$ cat src/verilog/pmcs_defs.svh
/*
   Constants of the monitor command slave: command codes, format bytes,
   transfer lengths and reset values.
   Assumes inclusion by bare name from the slave design file.
*/
`ifndef PMCS_DEFS_SVH
`define PMCS_DEFS_SVH

// ==========================================================
// Command codes
`define PMCS_CMD_PAGE          8'h00
`define PMCS_CMD_FORMAT_MODE   8'h20
`define PMCS_CMD_READ_UNSIGNED 8'h8b
`define PMCS_CMD_REG_SELECT    8'hd0
`define PMCS_CMD_REG_DATA      8'hd1
`define PMCS_CMD_SUPPLY_MAX    8'hd2
`define PMCS_CMD_SUPPLY_MIN    8'hd3
`define PMCS_CMD_OV_LIMIT      8'hd4
`define PMCS_CMD_UV_LIMIT      8'hd5
`define PMCS_CMD_TEMP_MAX      8'hd6
`define PMCS_CMD_TEMP_MIN      8'hd7
`define PMCS_CMD_CLEAR_TEMP    8'hd8
`define PMCS_CMD_SIGNED_VOLT   8'hd9
`define PMCS_CMD_CLEAR_SUPPLY  8'hda

// ==========================================================
// Format mode bytes: mode 000b in [7:5], exponent in [4:0]
`define PMCS_MODE_UNSIGNED     8'h12
`define PMCS_MODE_SIGNED       8'h11

// ==========================================================
// Data byte counts of write transfers
`define PMCS_LEN_PAGE          3'h1
`define PMCS_LEN_WORD          3'h2
`define PMCS_LEN_REG_DATA      3'h4
`define PMCS_LEN_CLEAR         3'h0

// ==========================================================
// Reset values, bits per byte and data byte count limit
`define PMCS_OV_LIMIT_RST      16'h7fff
`define PMCS_UV_LIMIT_RST      16'h8000
`define PMCS_BITS_PER_BYTE     4'h8
`define PMCS_DATA_MAX          3'h7

`endif

$ cat src/verilog/pmcs_pkg.sv
/*
   Types of the monitor command slave.
   Assumes nothing beyond a SystemVerilog compiler.
*/
package pmcs_pkg;

   // ==========================================================
   // Byte engine states
   typedef enum logic [2:0] {
      PMCS_IDLE,
      PMCS_RX,
      PMCS_ACK,
      PMCS_TX,
      PMCS_TXACK,
      PMCS_TXGO
   } pmcs_state_e;

endpackage

$ cat src/verilog/pmcs_slave.sv
/*
   Two-wire command slave of a voltage and temperature monitor: bus
   engine, command execution, min/max history, limits and faults.
   Assumes an external host drives clock and data lines (open drain,
   pulled up outside) and that the monitor core delivers samples
   as one-cycle strobes on mclk.
*/
`timescale 1ns/1ps
`include "pmcs_defs.svh"

// Overview of operation
// RL1: D3h returns lowest recorded signed voltage of the paged supply.
// RL2: D6h and D7h return highest and lowest temperature, exponent format.
// RL3: D4h holds the paged supply's over-voltage limit, read and write.
// RL4: D5h holds the paged supply's under-voltage limit, read and write.
// RL5: Zero-byte D8h clears temperature history; DAh clears all supply history.
// RL6: Signed voltages are 16-bit two's complement times two to minus fifteen.
// RL7: Unsigned voltages are 16-bit times two to minus fourteen.
// RL8: Voltage commands use voltage formats, temperature commands exponent format.
// RL9: Temperature word: bits 15-11 signed exponent, 10-0 signed mantissa.
// RL10: Mode byte is 000b then exponent: minus fourteen or minus fifteen.
// RL11: Host opens with start, changes direction by repeated start.
// RL12: Host sends 7-bit address then direction bit, one means read.
// RL13: Host sends command byte; device acknowledges each received byte low.
// RL14: Host acks reads low, nacks high, ends with stop.
// RL15: Register writes arrive byte by byte, most significant first, acked.
// RL16: Register reads leave byte by byte, most significant first.
// RL17: Data words after a select command form a register address.
// RL18: D1h reads or writes four bytes of the selected register.
// RL19: On a host nack the device stops driving and releases the bus.
// RL20: Page commands use the last page; common commands ignore it.
module pmcs_slave
   import pmcs_pkg::*;
#(
   parameter logic [6:0] SLAVE_ADDR = 7'h32,
   parameter int         NSUP       = 4,
   parameter int         PW         = $clog2(NSUP)
) (
   // Clock and reset
   input  wire logic          mclk,
   input  wire logic          rstn,
   // Bus pins, data line open drain
   input  wire logic          sclIn,
   input  wire logic          sdaIn,
   output      logic          sdaOut,
   output      logic          sdaOe,
   // Supply samples, signed format
   input  wire logic          supplyValid,
   input  wire logic [PW-1:0] supplyIdx,
   input  wire logic [15:0]   supplyVolt,
   // Temperature samples, exponent format
   input  wire logic          tempValid,
   input  wire logic [15:0]   tempWord,
   // Internal register port
   output      logic [15:0]   regSelect,
   output      logic [31:0]   regWdata,
   output      logic          regWrite,
   input  wire logic [31:0]   regRdata,
   // Limit faults per supply
   output      logic [NSUP-1:0] ovFault,
   output      logic [NSUP-1:0] uvFault
);

   localparam logic [7:0] NSUP8 = 8'(NSUP);

   // ==========================================================
   // Pin synchronisers and glitch filter
   logic [2:0]  sclS, next_sclS;
   logic [2:0]  sdaS, next_sdaS;
   logic        sclF, next_sclF;
   logic        sdaF, next_sdaF;
   logic        sclP;
   logic        sdaP;
   logic        sclRise;
   logic        sclFall;
   logic        startEv;
   logic        stopEv;

   // A change counts only when stages two and three agree
   always_comb begin
      next_sclS = {sclS[1:0], sclIn};
      next_sdaS = {sdaS[1:0], sdaIn};
      next_sclF = (sclS[1] == sclS[2]) ? sclS[2] : sclF;
      next_sdaF = (sdaS[1] == sdaS[2]) ? sdaS[2] : sdaF;
   end

   always_ff @(posedge mclk or negedge rstn) begin
      if (!rstn) begin
         sclS <= 3'h7;
         sdaS <= 3'h7;
         sclF <= 1'b1;
         sdaF <= 1'b1;
         sclP <= 1'b1;
         sdaP <= 1'b1;
      end else begin
         sclS <= next_sclS;
         sdaS <= next_sdaS;
         sclF <= next_sclF;
         sdaF <= next_sdaF;
         sclP <= sclF;
         sdaP <= sdaF;
      end
   end

   // Bus events from the filtered lines
   assign sclRise = sclF & ~sclP;
   assign sclFall = ~sclF & sclP;
   assign startEv = sclF & sclP & sdaP & ~sdaF;
   assign stopEv  = sclF & sclP & ~sdaP & sdaF;
   assign sdaOut  = 1'b0;

   // ==========================================================
   // Byte engine
   pmcs_state_e state, next_state;
   logic [3:0]  bitCnt, next_bitCnt;
   logic [7:0]  shReg, next_shReg;
   logic        addrPhase, next_addrPhase;
   logic        isRead, next_isRead;
   logic        haveCmd, next_haveCmd;
   logic        wrPend, next_wrPend;
   logic [7:0]  cmd, next_cmd;
   logic [2:0]  nData, next_nData;
   logic [31:0] wbuf, next_wbuf;
   logic [31:0] txBuf, next_txBuf;
   logic        next_sdaOe;
   logic        commit;
   logic [31:0] txWord;

   always_comb begin
      next_state     = state;
      next_bitCnt    = bitCnt;
      next_shReg     = shReg;
      next_addrPhase = addrPhase;
      next_isRead    = isRead;
      next_haveCmd   = haveCmd;
      next_wrPend    = wrPend;
      next_cmd       = cmd;
      next_nData     = nData;
      next_wbuf      = wbuf;
      next_txBuf     = txBuf;
      next_sdaOe     = sdaOe;
      commit         = 1'b0;
      // RL11 framing: start or stop ends any write phase
      if (startEv || stopEv) begin
         commit         = wrPend;
         next_wrPend    = 1'b0;
         next_state     = startEv ? PMCS_RX : PMCS_IDLE;
         next_bitCnt    = 4'h0;
         next_addrPhase = 1'b1;
         next_sdaOe     = 1'b0;
      end else begin
         case (state)
            PMCS_RX: begin
               if (sclRise) begin
                  next_shReg  = {shReg[6:0], sdaF};
                  next_bitCnt = bitCnt + 4'h1;
               end else if (sclFall && bitCnt == `PMCS_BITS_PER_BYTE) begin
                  next_bitCnt = 4'h0;
                  if (addrPhase) begin
                     // RL12 address match
                     if (shReg[7:1] == SLAVE_ADDR) begin
                        next_sdaOe     = 1'b1;
                        next_isRead    = shReg[0];
                        next_addrPhase = 1'b0;
                        next_state     = PMCS_ACK;
                        if (!shReg[0]) begin
                           next_haveCmd = 1'b0;
                           next_nData   = 3'h0;
                        end
                     end else begin
                        next_state = PMCS_IDLE;
                     end
                  end else begin
                     // RL13 ack every byte
                     next_sdaOe  = 1'b1;
                     next_state  = PMCS_ACK;
                     next_wrPend = 1'b1;
                     if (!haveCmd) begin
                        next_cmd     = shReg;
                        next_haveCmd = 1'b1;
                     end else begin
                        // RL15 most significant first
                        next_wbuf = {wbuf[23:0], shReg};
                        if (nData != `PMCS_DATA_MAX) begin
                           next_nData = nData + 3'h1;
                        end
                     end
                  end
               end
            end
            PMCS_ACK: begin
               if (sclFall) begin
                  if (isRead) begin
                     next_state  = PMCS_TX;
                     next_sdaOe  = ~txWord[31];
                     next_txBuf  = {txWord[30:0], 1'b0};
                     next_bitCnt = 4'h1;
                  end else begin
                     next_state = PMCS_RX;
                     next_sdaOe = 1'b0;
                  end
               end
            end
            PMCS_TX: begin
               if (sclFall) begin
                  if (bitCnt == `PMCS_BITS_PER_BYTE) begin
                     next_sdaOe  = 1'b0;
                     next_state  = PMCS_TXACK;
                     next_bitCnt = 4'h0;
                  end else begin
                     next_sdaOe  = ~txBuf[31];
                     next_txBuf  = {txBuf[30:0], 1'b0};
                     next_bitCnt = bitCnt + 4'h1;
                  end
               end
            end
            PMCS_TXACK: begin
               // RL19 release on host nack
               if (sclRise) begin
                  next_state = sdaF ? PMCS_IDLE : PMCS_TXGO;
               end
            end
            PMCS_TXGO: begin
               // RL16 next byte of the word
               if (sclFall) begin
                  next_state  = PMCS_TX;
                  next_sdaOe  = ~txBuf[31];
                  next_txBuf  = {txBuf[30:0], 1'b0};
                  next_bitCnt = 4'h1;
               end
            end
            PMCS_IDLE: begin
               next_sdaOe = 1'b0;
            end
            default: begin
               next_state = PMCS_IDLE;
               next_sdaOe = 1'b0;
            end
         endcase
      end
   end

   always_ff @(posedge mclk or negedge rstn) begin
      if (!rstn) begin
         state     <= PMCS_IDLE;
         bitCnt    <= 4'h0;
         shReg     <= 8'h00;
         addrPhase <= 1'b1;
         isRead    <= 1'b0;
         haveCmd   <= 1'b0;
         wrPend    <= 1'b0;
         cmd       <= 8'h00;
         nData     <= 3'h0;
         wbuf      <= 32'h0;
         txBuf     <= 32'h0;
         sdaOe     <= 1'b0;
      end else begin
         state     <= next_state;
         bitCnt    <= next_bitCnt;
         shReg     <= next_shReg;
         addrPhase <= next_addrPhase;
         isRead    <= next_isRead;
         haveCmd   <= next_haveCmd;
         wrPend    <= next_wrPend;
         cmd       <= next_cmd;
         nData     <= next_nData;
         wbuf      <= next_wbuf;
         txBuf     <= next_txBuf;
         sdaOe     <= next_sdaOe;
      end
   end

   // ==========================================================
   // Monitor state: page, limits, history
   logic [7:0]  page, next_page;
   logic [15:0] curV [NSUP];
   logic [15:0] minV [NSUP];
   logic [15:0] maxV [NSUP];
   logic [15:0] ovLim [NSUP];
   logic [15:0] uvLim [NSUP];
   logic [15:0] next_curV [NSUP];
   logic [15:0] next_minV [NSUP];
   logic [15:0] next_maxV [NSUP];
   logic [15:0] next_ovLim [NSUP];
   logic [15:0] next_uvLim [NSUP];
   logic [NSUP-1:0] sVal, next_sVal;
   logic [NSUP-1:0] next_ovFault;
   logic [NSUP-1:0] next_uvFault;
   logic [15:0] tMax, next_tMax;
   logic [15:0] tMin, next_tMin;
   logic        tVal, next_tVal;
   logic [15:0] next_regSelect;
   logic [31:0] next_regWdata;
   logic        next_regWrite;
   logic [PW-1:0] pg;

   // RL20 paged commands index by the low page bits
   assign pg = page[PW-1:0];

   // RL9 temperature word to a comparable fixed-point value
   function automatic logic signed [47:0] l11Value(input logic [15:0] w);
      logic signed [47:0] m;
      logic [4:0]         sh;
      m  = {{21{w[10]}}, w[10:0], 16'h0000};
      sh = 5'(~w[15:11] + 5'h1);
      if (w[15]) begin
         l11Value = m >>> sh;
      end else begin
         l11Value = m <<< w[15:11];
      end
   endfunction

   // Words leave low byte first, register data most significant first
   function automatic logic [31:0] wordOut(input logic [15:0] x);
      wordOut = {x[7:0], x[15:8], 16'h0000};
   endfunction

   // Read data selected by the held command
   always_comb begin
      case (cmd)
         `PMCS_CMD_PAGE:          txWord = {page, 24'h0};
         // RL10 mode byte of the unsigned format
         `PMCS_CMD_FORMAT_MODE:   txWord = {`PMCS_MODE_UNSIGNED, 24'h0};
         // RL7 signed to unsigned, negatives read as zero
         `PMCS_CMD_READ_UNSIGNED: txWord = wordOut(curV[pg][15] ? 16'h0 :
                                                   {1'b0, curV[pg][15:1]});
         // RL17 selected register address
         `PMCS_CMD_REG_SELECT:    txWord = {regSelect, 16'h0};
         // RL18 four register bytes
         `PMCS_CMD_REG_DATA:      txWord = regRdata;
         `PMCS_CMD_SUPPLY_MAX:    txWord = wordOut(maxV[pg]);
         // RL1 lowest supply voltage
         `PMCS_CMD_SUPPLY_MIN:    txWord = wordOut(minV[pg]);
         // RL3 over-voltage limit readback
         `PMCS_CMD_OV_LIMIT:      txWord = wordOut(ovLim[pg]);
         // RL4 under-voltage limit readback
         `PMCS_CMD_UV_LIMIT:      txWord = wordOut(uvLim[pg]);
         // RL2 temperature history, RL8 exponent format
         `PMCS_CMD_TEMP_MAX:      txWord = wordOut(tMax);
         `PMCS_CMD_TEMP_MIN:      txWord = wordOut(tMin);
         // RL6 signed measured voltage
         `PMCS_CMD_SIGNED_VOLT:   txWord = wordOut(curV[pg]);
         default:                 txWord = 32'h0;
      endcase
   end

   // Commands first, then samples, so a sample never loses to a clear
   always_comb begin
      next_page      = page;
      next_curV      = curV;
      next_minV      = minV;
      next_maxV      = maxV;
      next_ovLim     = ovLim;
      next_uvLim     = uvLim;
      next_sVal      = sVal;
      next_ovFault   = ovFault;
      next_uvFault   = uvFault;
      next_tMax      = tMax;
      next_tMin      = tMin;
      next_tVal      = tVal;
      next_regSelect = regSelect;
      next_regWdata  = regWdata;
      next_regWrite  = 1'b0;
      if (commit && haveCmd) begin
         case (cmd)
            `PMCS_CMD_PAGE: begin
               if (nData == `PMCS_LEN_PAGE && wbuf[7:0] < NSUP8) begin
                  next_page = wbuf[7:0];
               end
            end
            `PMCS_CMD_REG_SELECT: begin
               if (nData == `PMCS_LEN_WORD) begin
                  next_regSelect = wbuf[15:0];
               end
            end
            `PMCS_CMD_REG_DATA: begin
               if (nData == `PMCS_LEN_REG_DATA) begin
                  next_regWdata = wbuf;
                  next_regWrite = 1'b1;
               end
            end
            // RL3 over-voltage limit write
            `PMCS_CMD_OV_LIMIT: begin
               if (nData == `PMCS_LEN_WORD) begin
                  next_ovLim[pg] = {wbuf[7:0], wbuf[15:8]};
               end
            end
            // RL4 under-voltage limit write
            `PMCS_CMD_UV_LIMIT: begin
               if (nData == `PMCS_LEN_WORD) begin
                  next_uvLim[pg] = {wbuf[7:0], wbuf[15:8]};
               end
            end
            // RL5 temperature history clear
            `PMCS_CMD_CLEAR_TEMP: begin
               if (nData == `PMCS_LEN_CLEAR) begin
                  next_tVal = 1'b0;
               end
            end
            // RL5 supply history clear
            `PMCS_CMD_CLEAR_SUPPLY: begin
               if (nData == `PMCS_LEN_CLEAR) begin
                  next_sVal = '0;
               end
            end
            default: begin
            end
         endcase
      end
      // RL6 signed compare of supply samples
      if (supplyValid) begin
         next_curV[supplyIdx] = supplyVolt;
         if (!next_sVal[supplyIdx] ||
             $signed(supplyVolt) < $signed(minV[supplyIdx])) begin
            next_minV[supplyIdx] = supplyVolt;
         end
         if (!next_sVal[supplyIdx] ||
             $signed(supplyVolt) > $signed(maxV[supplyIdx])) begin
            next_maxV[supplyIdx] = supplyVolt;
         end
         next_sVal[supplyIdx]    = 1'b1;
         next_ovFault[supplyIdx] = $signed(supplyVolt) > $signed(next_ovLim[supplyIdx]);
         next_uvFault[supplyIdx] = $signed(supplyVolt) < $signed(next_uvLim[supplyIdx]);
      end
      // RL2 temperature min and max tracking
      if (tempValid) begin
         if (!next_tVal || l11Value(tempWord) > l11Value(tMax)) begin
            next_tMax = tempWord;
         end
         if (!next_tVal || l11Value(tempWord) < l11Value(tMin)) begin
            next_tMin = tempWord;
         end
         next_tVal = 1'b1;
      end
   end

   always_ff @(posedge mclk or negedge rstn) begin
      if (!rstn) begin
         page      <= 8'h00;
         sVal      <= '0;
         ovFault   <= '0;
         uvFault   <= '0;
         tMax      <= 16'h0;
         tMin      <= 16'h0;
         tVal      <= 1'b0;
         regSelect <= 16'h0;
         regWdata  <= 32'h0;
         regWrite  <= 1'b0;
         for (int i = 0; i < NSUP; i++) begin
            curV[i]  <= 16'h0;
            minV[i]  <= 16'h0;
            maxV[i]  <= 16'h0;
            ovLim[i] <= `PMCS_OV_LIMIT_RST;
            uvLim[i] <= `PMCS_UV_LIMIT_RST;
         end
      end else begin
         page      <= next_page;
         sVal      <= next_sVal;
         ovFault   <= next_ovFault;
         uvFault   <= next_uvFault;
         tMax      <= next_tMax;
         tMin      <= next_tMin;
         tVal      <= next_tVal;
         regSelect <= next_regSelect;
         regWdata  <= next_regWdata;
         regWrite  <= next_regWrite;
         curV      <= next_curV;
         minV      <= next_minV;
         maxV      <= next_maxV;
         ovLim     <= next_ovLim;
         uvLim     <= next_uvLim;
      end
   end

endmodule

$ cat config.mk
export PLATFORM = sky130hd
export DESIGN_NAME = pmcs_slave
export DESIGN_NICKNAME = d
export VERILOG_FILES = /design/src/verilog/pmcs_pkg.sv /design/src/verilog/pmcs_slave.sv
export VERILOG_INCLUDE_DIRS = /design/src /design/src/verilog
export SDC_FILE = /design/constraint.sdc
export NUM_CORES = 2
export LEC_CHECK = 0
export BUFFER_PORTS_ARGS = -buffer_cell sky130_fd_sc_hd__buf_2
export CORE_ASPECT_RATIO = 1.2
export CORE_UTILIZATION = 57
export CTS_CLUSTER_SIZE = 10
export DETAILED_ROUTE_END_ITERATION = 10
export PLACE_DENSITY = 0.77
export SLEW_MARGIN = 10
export SYNTH_ARGS = -nofsm -noshare
export SYNTH_HDL_FRONTEND = slang
export SYNTH_SLANG_ARGS = --single-unit
$ cat constraint.sdc
create_clock -name mclk -period 5.2 [get_ports mclk]
set_clock_uncertainty 0.05 [all_clocks]
set_input_delay 0 -clock mclk [delete_from_list [all_inputs] [get_ports mclk]]
set_output_delay 0 -clock mclk [all_outputs]
set_load 0.02 [all_outputs]
# After elaboration in Yosys (flattened, before gate mapping)

Index checks and enable logic that the tools add are counted.

Output and inout port bits: 59
Bits in registers: 527
Logic and storage cells: 310
Input bits: 72

Magnitude comparators: 13
Bitwise operators: 23
Reductions and logical operators: 41
Muxes and demuxes: 127
Shift operators: 6
Add/sub/neg operators: 5
Eq/ne operators: 47

Operators with widths:

| operator           | count |
|---|---|
| $mux 64            | 6 |
| $pmux 32 s12       | 1 |
| $bwmux 64          | 5 |
| $mux 16            | 20 |
| $bmux 16 s2        | 9 |
| $mux 48            | 6 |
| $mux 32            | 5 |
| $sshl 27x5->48     | 3 |
| $sshr 27x5->48     | 3 |
| $eq 8x8->1 const B | 12 |
| $pmux 32 s3        | 1 |
| $demux 16 s2       | 2 |
| $gt 48x48->1       | 1 |
| $lt 48x48->1       | 1 |
| $mux 4             | 12 |
| $mux 3             | 15 |
| $mux 1             | 35 |
| $gt 16x16->1       | 2 |
| $lt 16x16->1       | 2 |
| $reduce_and 6->1   | 5 |
| $ne 3x3->1 const B | 9 |
| $pmux 3 s6         | 1 |
| $ne 2x2->1 const B | 8 |
| $pmux 4 s4         | 1 |
| other kinds (41)   | 97 |

# Depth between registers and ports, before layout

Depth in word-level cells: 14
Gate-level depth with buffers: 25
Gate-level depth less buffers: 19

# Least setup slack after synthesis

Ideal clock, no wire load.

Path type: flip-flop to flip-flop
Start: register tMax[11]
End: register tMax[10]
Cell stages (with the launch flop): 21
Path slack: -0.297 ns
Period minus slack after synthesis: 5.497 ns
Arrival: 5.322 ns
Data required time: 5.025 ns
Library setup time: 0.125 ns
Path buffers: 4
Path through: dfrtp_1 buf_1 clkinv_1 ha_1 clkbuf_1 buf_1 mux4_2 mux2i_1 a21o_1 o21ai_0 a21oi_1 ha_1 and3_1 a221oi_1 o21ai_0 a211oi_1 o41a_1 a21oi_1 a211oi_1 buf_2 mux2_2

Longest elaborated chain between the ends: 8
Elaborated cells on any way between the ends: 9
Classes of those cells: add/sub: 1; order compare: 1; shift: 2; mux: 2; bitwise: 1; reduce/logical: 2

RTL lines:

| what                         | RTL line          | text |
|---|---|---|
| start: declaration           | pmcs_slave.sv:289 | `logic [15:0] tMax, next_tMax;` |
| start signal: assignment     | pmcs_slave.sv:461 | `tMax <= next_tMax;` |
| $not 5->5                    | pmcs_slave.sv:305 | `sh = 5'(~w[15:11] + 5'h1);` |
| $add 5x1->5                  | pmcs_slave.sv:305 |  |
| $sshr 27x5->48               | pmcs_slave.sv:307 | `l11Value = m >>> sh;` |
| $mux 48 *                    | pmcs_slave.sv:306 | `if (w[15]) begin` |
| $mux 48 *                    | pmcs_slave.sv:426 | `if (tempValid) begin` |
| $gt 48x48->1 *               | pmcs_slave.sv:427 | `if (!next_tVal \|\| l11Value(tempWord) > l11Value(tMax)) begin` |
| $logic_or 1x1->1 *           | pmcs_slave.sv:427 |  |
| $reduce_and 2->1 (no line) * | -                 |  |

Every way passes the cells marked *; elsewhere a longest branch is shown, timed or not. The select of a mux whose other input is x is not followed.
A chain may end at the register's enable or synchronous reset.

# Final worst setup path

Start: input port tempWord[12]
End: register tMax[2]

Longest elaborated chain between the ends: 8
Elaborated cells on any way between the ends: 9
Classes of those cells: add/sub: 1; order compare: 1; shift: 2; mux: 2; bitwise: 1; reduce/logical: 2

RTL lines:

| what                         | RTL line          | text |
|---|---|---|
| start: declaration           | pmcs_slave.sv:53  | `input wire logic [15:0] tempWord,` |
| $not 5->5                    | pmcs_slave.sv:305 |  |
| $add 5x1->5                  | pmcs_slave.sv:305 |  |
| $sshr 27x5->48               | pmcs_slave.sv:307 |  |
| $mux 48 *                    | pmcs_slave.sv:306 |  |
| $mux 48 *                    | pmcs_slave.sv:426 |  |
| $gt 48x48->1 *               | pmcs_slave.sv:427 |  |
| $logic_or 1x1->1 *           | pmcs_slave.sv:427 |  |
| $reduce_and 2->1 (no line) * | -                 |  |

Marks and branches as above.

==> flow_summary_export.csv <==
group,metric,value,unit
run_status,status,"complete, but fails checks",
run_status,violations,"negative hold slack",
timing,slew_violations,0,
grt,busiest_layer,"met2",
grt,grt.overflow.total,0,
floorplanning,core_area,0.0575,mm2
worst_setup_path,crit_type,"in -> reg",
clocking,clock_latency,0.61,ns
floorplanning,rows,96,
floorplanning,fp.dieW,223,um
timing,setup_viol,0,
worst_setup_path,worstPathArrival,5.23,ns
drt,first_pass_iters,9,
timing,clock.fmax,209,MHz
finish,layout-drive-gt1-share,0.286,
yosys,synth_top_area_frac,0.338,
timing,fin_hold_ws,-0.00796,ns
pwr,power.leakage,16.4,nW
placed_design,hpwl,77800,um
yosys,ys_top_cells_by_area,"dfrtp_1, mux2_2, mux4_2, ha_1, dfstp_2",
yosys,synthDistinctLibCells,78,
grt,met3_usage,0.0745,
floorplanning,initial_core_util,0.581,
timing,worst_slew_pin_slew,1.14,ns
worst_setup_path,worstPathCellList,"dlygate4sd3_1, buf_2, inv_1, ha_1, nor2b_1, a2111oi_0, o21ai_0, o311a_1, o22ai_1, ha_1, a21o_1, a221oi_1, o21ai_0, a211oi_1, o41a_1, and4_1, a211oi_2, buf_4, mux2_2",
clocking,cts.path.max_buffers,3,
pwr,power_density,488,mW/mm2
grt,grt_antenna_before_repair,6,
yosys,synth_commonest_cells,"dfrtp_1, mux2_2, nand2_1",
pwr,ir_worst_vdd,366,uV
yosys,synth_cells,3201,
pwr,p_total,18.2,mW
yosys,synth_most_common_cell,"dfrtp_1",
yosys,synth_nets,3431,
worst_setup_path,critPathRequiredTime,5.63,ns
clocking,cts-htree-levels,2,
timing,rsz0062_at_grt,"no",
finish,syn2layout_area_growth,11.5,%
drt,wl_per_cell,27.1,um
yosys,ys_ff_latch,526,
drt,viasPerCell,6.81,
worst_setup_path,crit_slowest_cell,"a2111oi_0",
yosys,netlist_area,0.0334,mm2
finish,nets,3551,
clocking,cts_num_sinks,526,
grt,grt_max_degree,162,
timing,max-slew-margin-rel,0.235,
placed_design,port_buffers,129,
drt,dr.first_iter.drc_count,2894,
floorplanning,ioPinCount,131,
clocking,clkTransAtPathRegs,0.06,ns
worst_setup_path,critPathCaptureType,"flip-flop",
timing,finalWorstSetupSlack,0.406,ns
grt,grt_pass1_vias,28300,
yosys,ys_dominant_reg_cell,"dfrtp_1",
yosys,yosysTopAreaCell,"dfrtp_1",
worst_setup_path,rrSetupSlack,0.48,ns
worst_hold_path,hp-class,"in -> async",
timing,fin_crit_sh,0.922,
grt,grt_usage,0.374,
floorplanning,die_area,0.0596,mm2
finish,stdcell_area,0.0373,mm2
placed_design,dpl_cell_area,0.0350,mm2
drt,vias,27900,
clocking,root_buffer,"clkbuf_16",
yosys,async_reset_ff_frac,1.00,
grt,grt_pass1_wl,169000,um
timing,hold_viol_final,2,
yosys,synth-edff-count,0,
floorplanning,die_h,267,um
yosys,synth_area_per_cell,10.4,um2
clocking,cts_buffers,59,
grt,grtUsageMet1,0.434,
placed_design,dp.cells,3936,
placed_design,gp_congestion,1.08,
finish,final_util,0.648,
timing,period_needed,4.79,ns
worst_setup_path,cpPeakStageDelay,0.69,ns
drt,drt-total-wl,111000,um
worst_setup_path,path_buf_inv,4,
yosys,ys_warn_count,0,
clocking,cts_tree,"yes",
drt,detail-route-antenna-nets,0,
timing,tns,0,ns
grt,grt_use_met2,0.621,
worst_setup_path,crit_family,"compound AO/OA/AOI/OAI gates",
worst_setup_path,path_max_fanout,17,
drt,drcViolationCount,0,
finish,final_cells,4100,
yosys,yosysSeqAreaShare,0.397,
worst_setup_path,cp-start-kind,"primary input",
job,cap_violations,0,
placed_design,preCtsSetupSlack,0.424,ns
finish,fill_cells,4351,
==> registers in the layout (all words and copies together) (netlist names), 4 cells and up <==
signal	count
curV	64
maxV	64
minV	64
ovLim	64
uvLim	64
regWdata	32
wbuf	32
txBuf	31
regSelect	16
tMax	16
tMin	16
cmd	8
page	8
shReg	8
bitCnt	4
ovFault	4
sVal	4
uvFault	4
==> layout make-up <==
| cell class | instances | area, um2 | area share |
|---|---|---|---|
| multi-input cells | 2374 | 19100 | 0.511 |
| flip-flops and latches | 526 | 13300 | 0.356 |
| repair buffers | 293 | 2080 | 0.0557 |
| clock buffers | 95 | 1660 | 0.0447 |
| well taps | 735 | 920 | 0.0247 |
| inverters | 67 | 251 | 0.00675 |
| clock inverters | 3 | 17.5 | 0.000470 |
| diodes | 7 | 17.5 | 0.000470 |
==> final timing paths <==
path	start	end	cells after the start
max	tempWord[12]	tMax[2]	19
min	rstn	uvLim[8]	2
max reg2reg	tMax[11]	tMax[2]	17
min reg2reg	sclS[1]	sclS[2]	0
max in group asynchronous	rstn	regWdata[12]	3
min in group mclk	regRdata[25]	txBuf[26]	6
==> cell families (layout without fill, tap and decap cells) <==
kind of cell    after synthesis  in the layout  synth area share
mux                         652            652             0.262
buf+inv                     301            458            0.0346
other cells                   1              8          0.000112
xor+xnor                      9              9           0.00236
flops                       526            526             0.397
compound gates              698            698             0.131
fa+ha+maj                   160            160            0.0598
simple gates                854            854             0.114
==> power by group <==
group	internal (mW)	total (mW)	switching, mW
Sequential	5.01	5.96	0.951
Clock	2.15	3.80	1.65
Combinational	3.69	8.41	4.72
Total	10.9	18.2	7.32
==> cell usage in the layout, fill, tap and decap left out, types with 95 or more instances in the layout <==
| cell | synthesis | final |
|---|---|---|
| nor2_1 | 167 | 167 |
| dfrtp_1 | 451 | 449 |
| mux2_2 | 422 | 422 |
| buf_2 | 19 | 126 |
| mux2i_1 | 95 | 95 |
| o21ai_0 | 195 | 195 |
| nand2_1 | 421 | 420 |
| mux4_2 | 135 | 135 |
| ha_1 | 158 | 158 |
| buf_4 | 1 | 104 |
| a21oi_1 | 171 | 170 |
==> per-layer routing <==
| layer | vias up | part of all wire |
|---|---|---|
| met5 | - | 0.00087 |
| met3 | 465 | 0.086 |
| met4 | 6 | 0.083 |
| met2 | 1575 | 0.48 |
| li1 | 12100 | - |
| met1 | 13800 | 0.35 |
==> what timing repair did <==
action                                 CTS  global route
hold buffers                            59             0
resized for setup                        0             0
buffers inserted                         0             0
endpoints found under the hold margin  353             0
(Power assumes the default switching activity.)
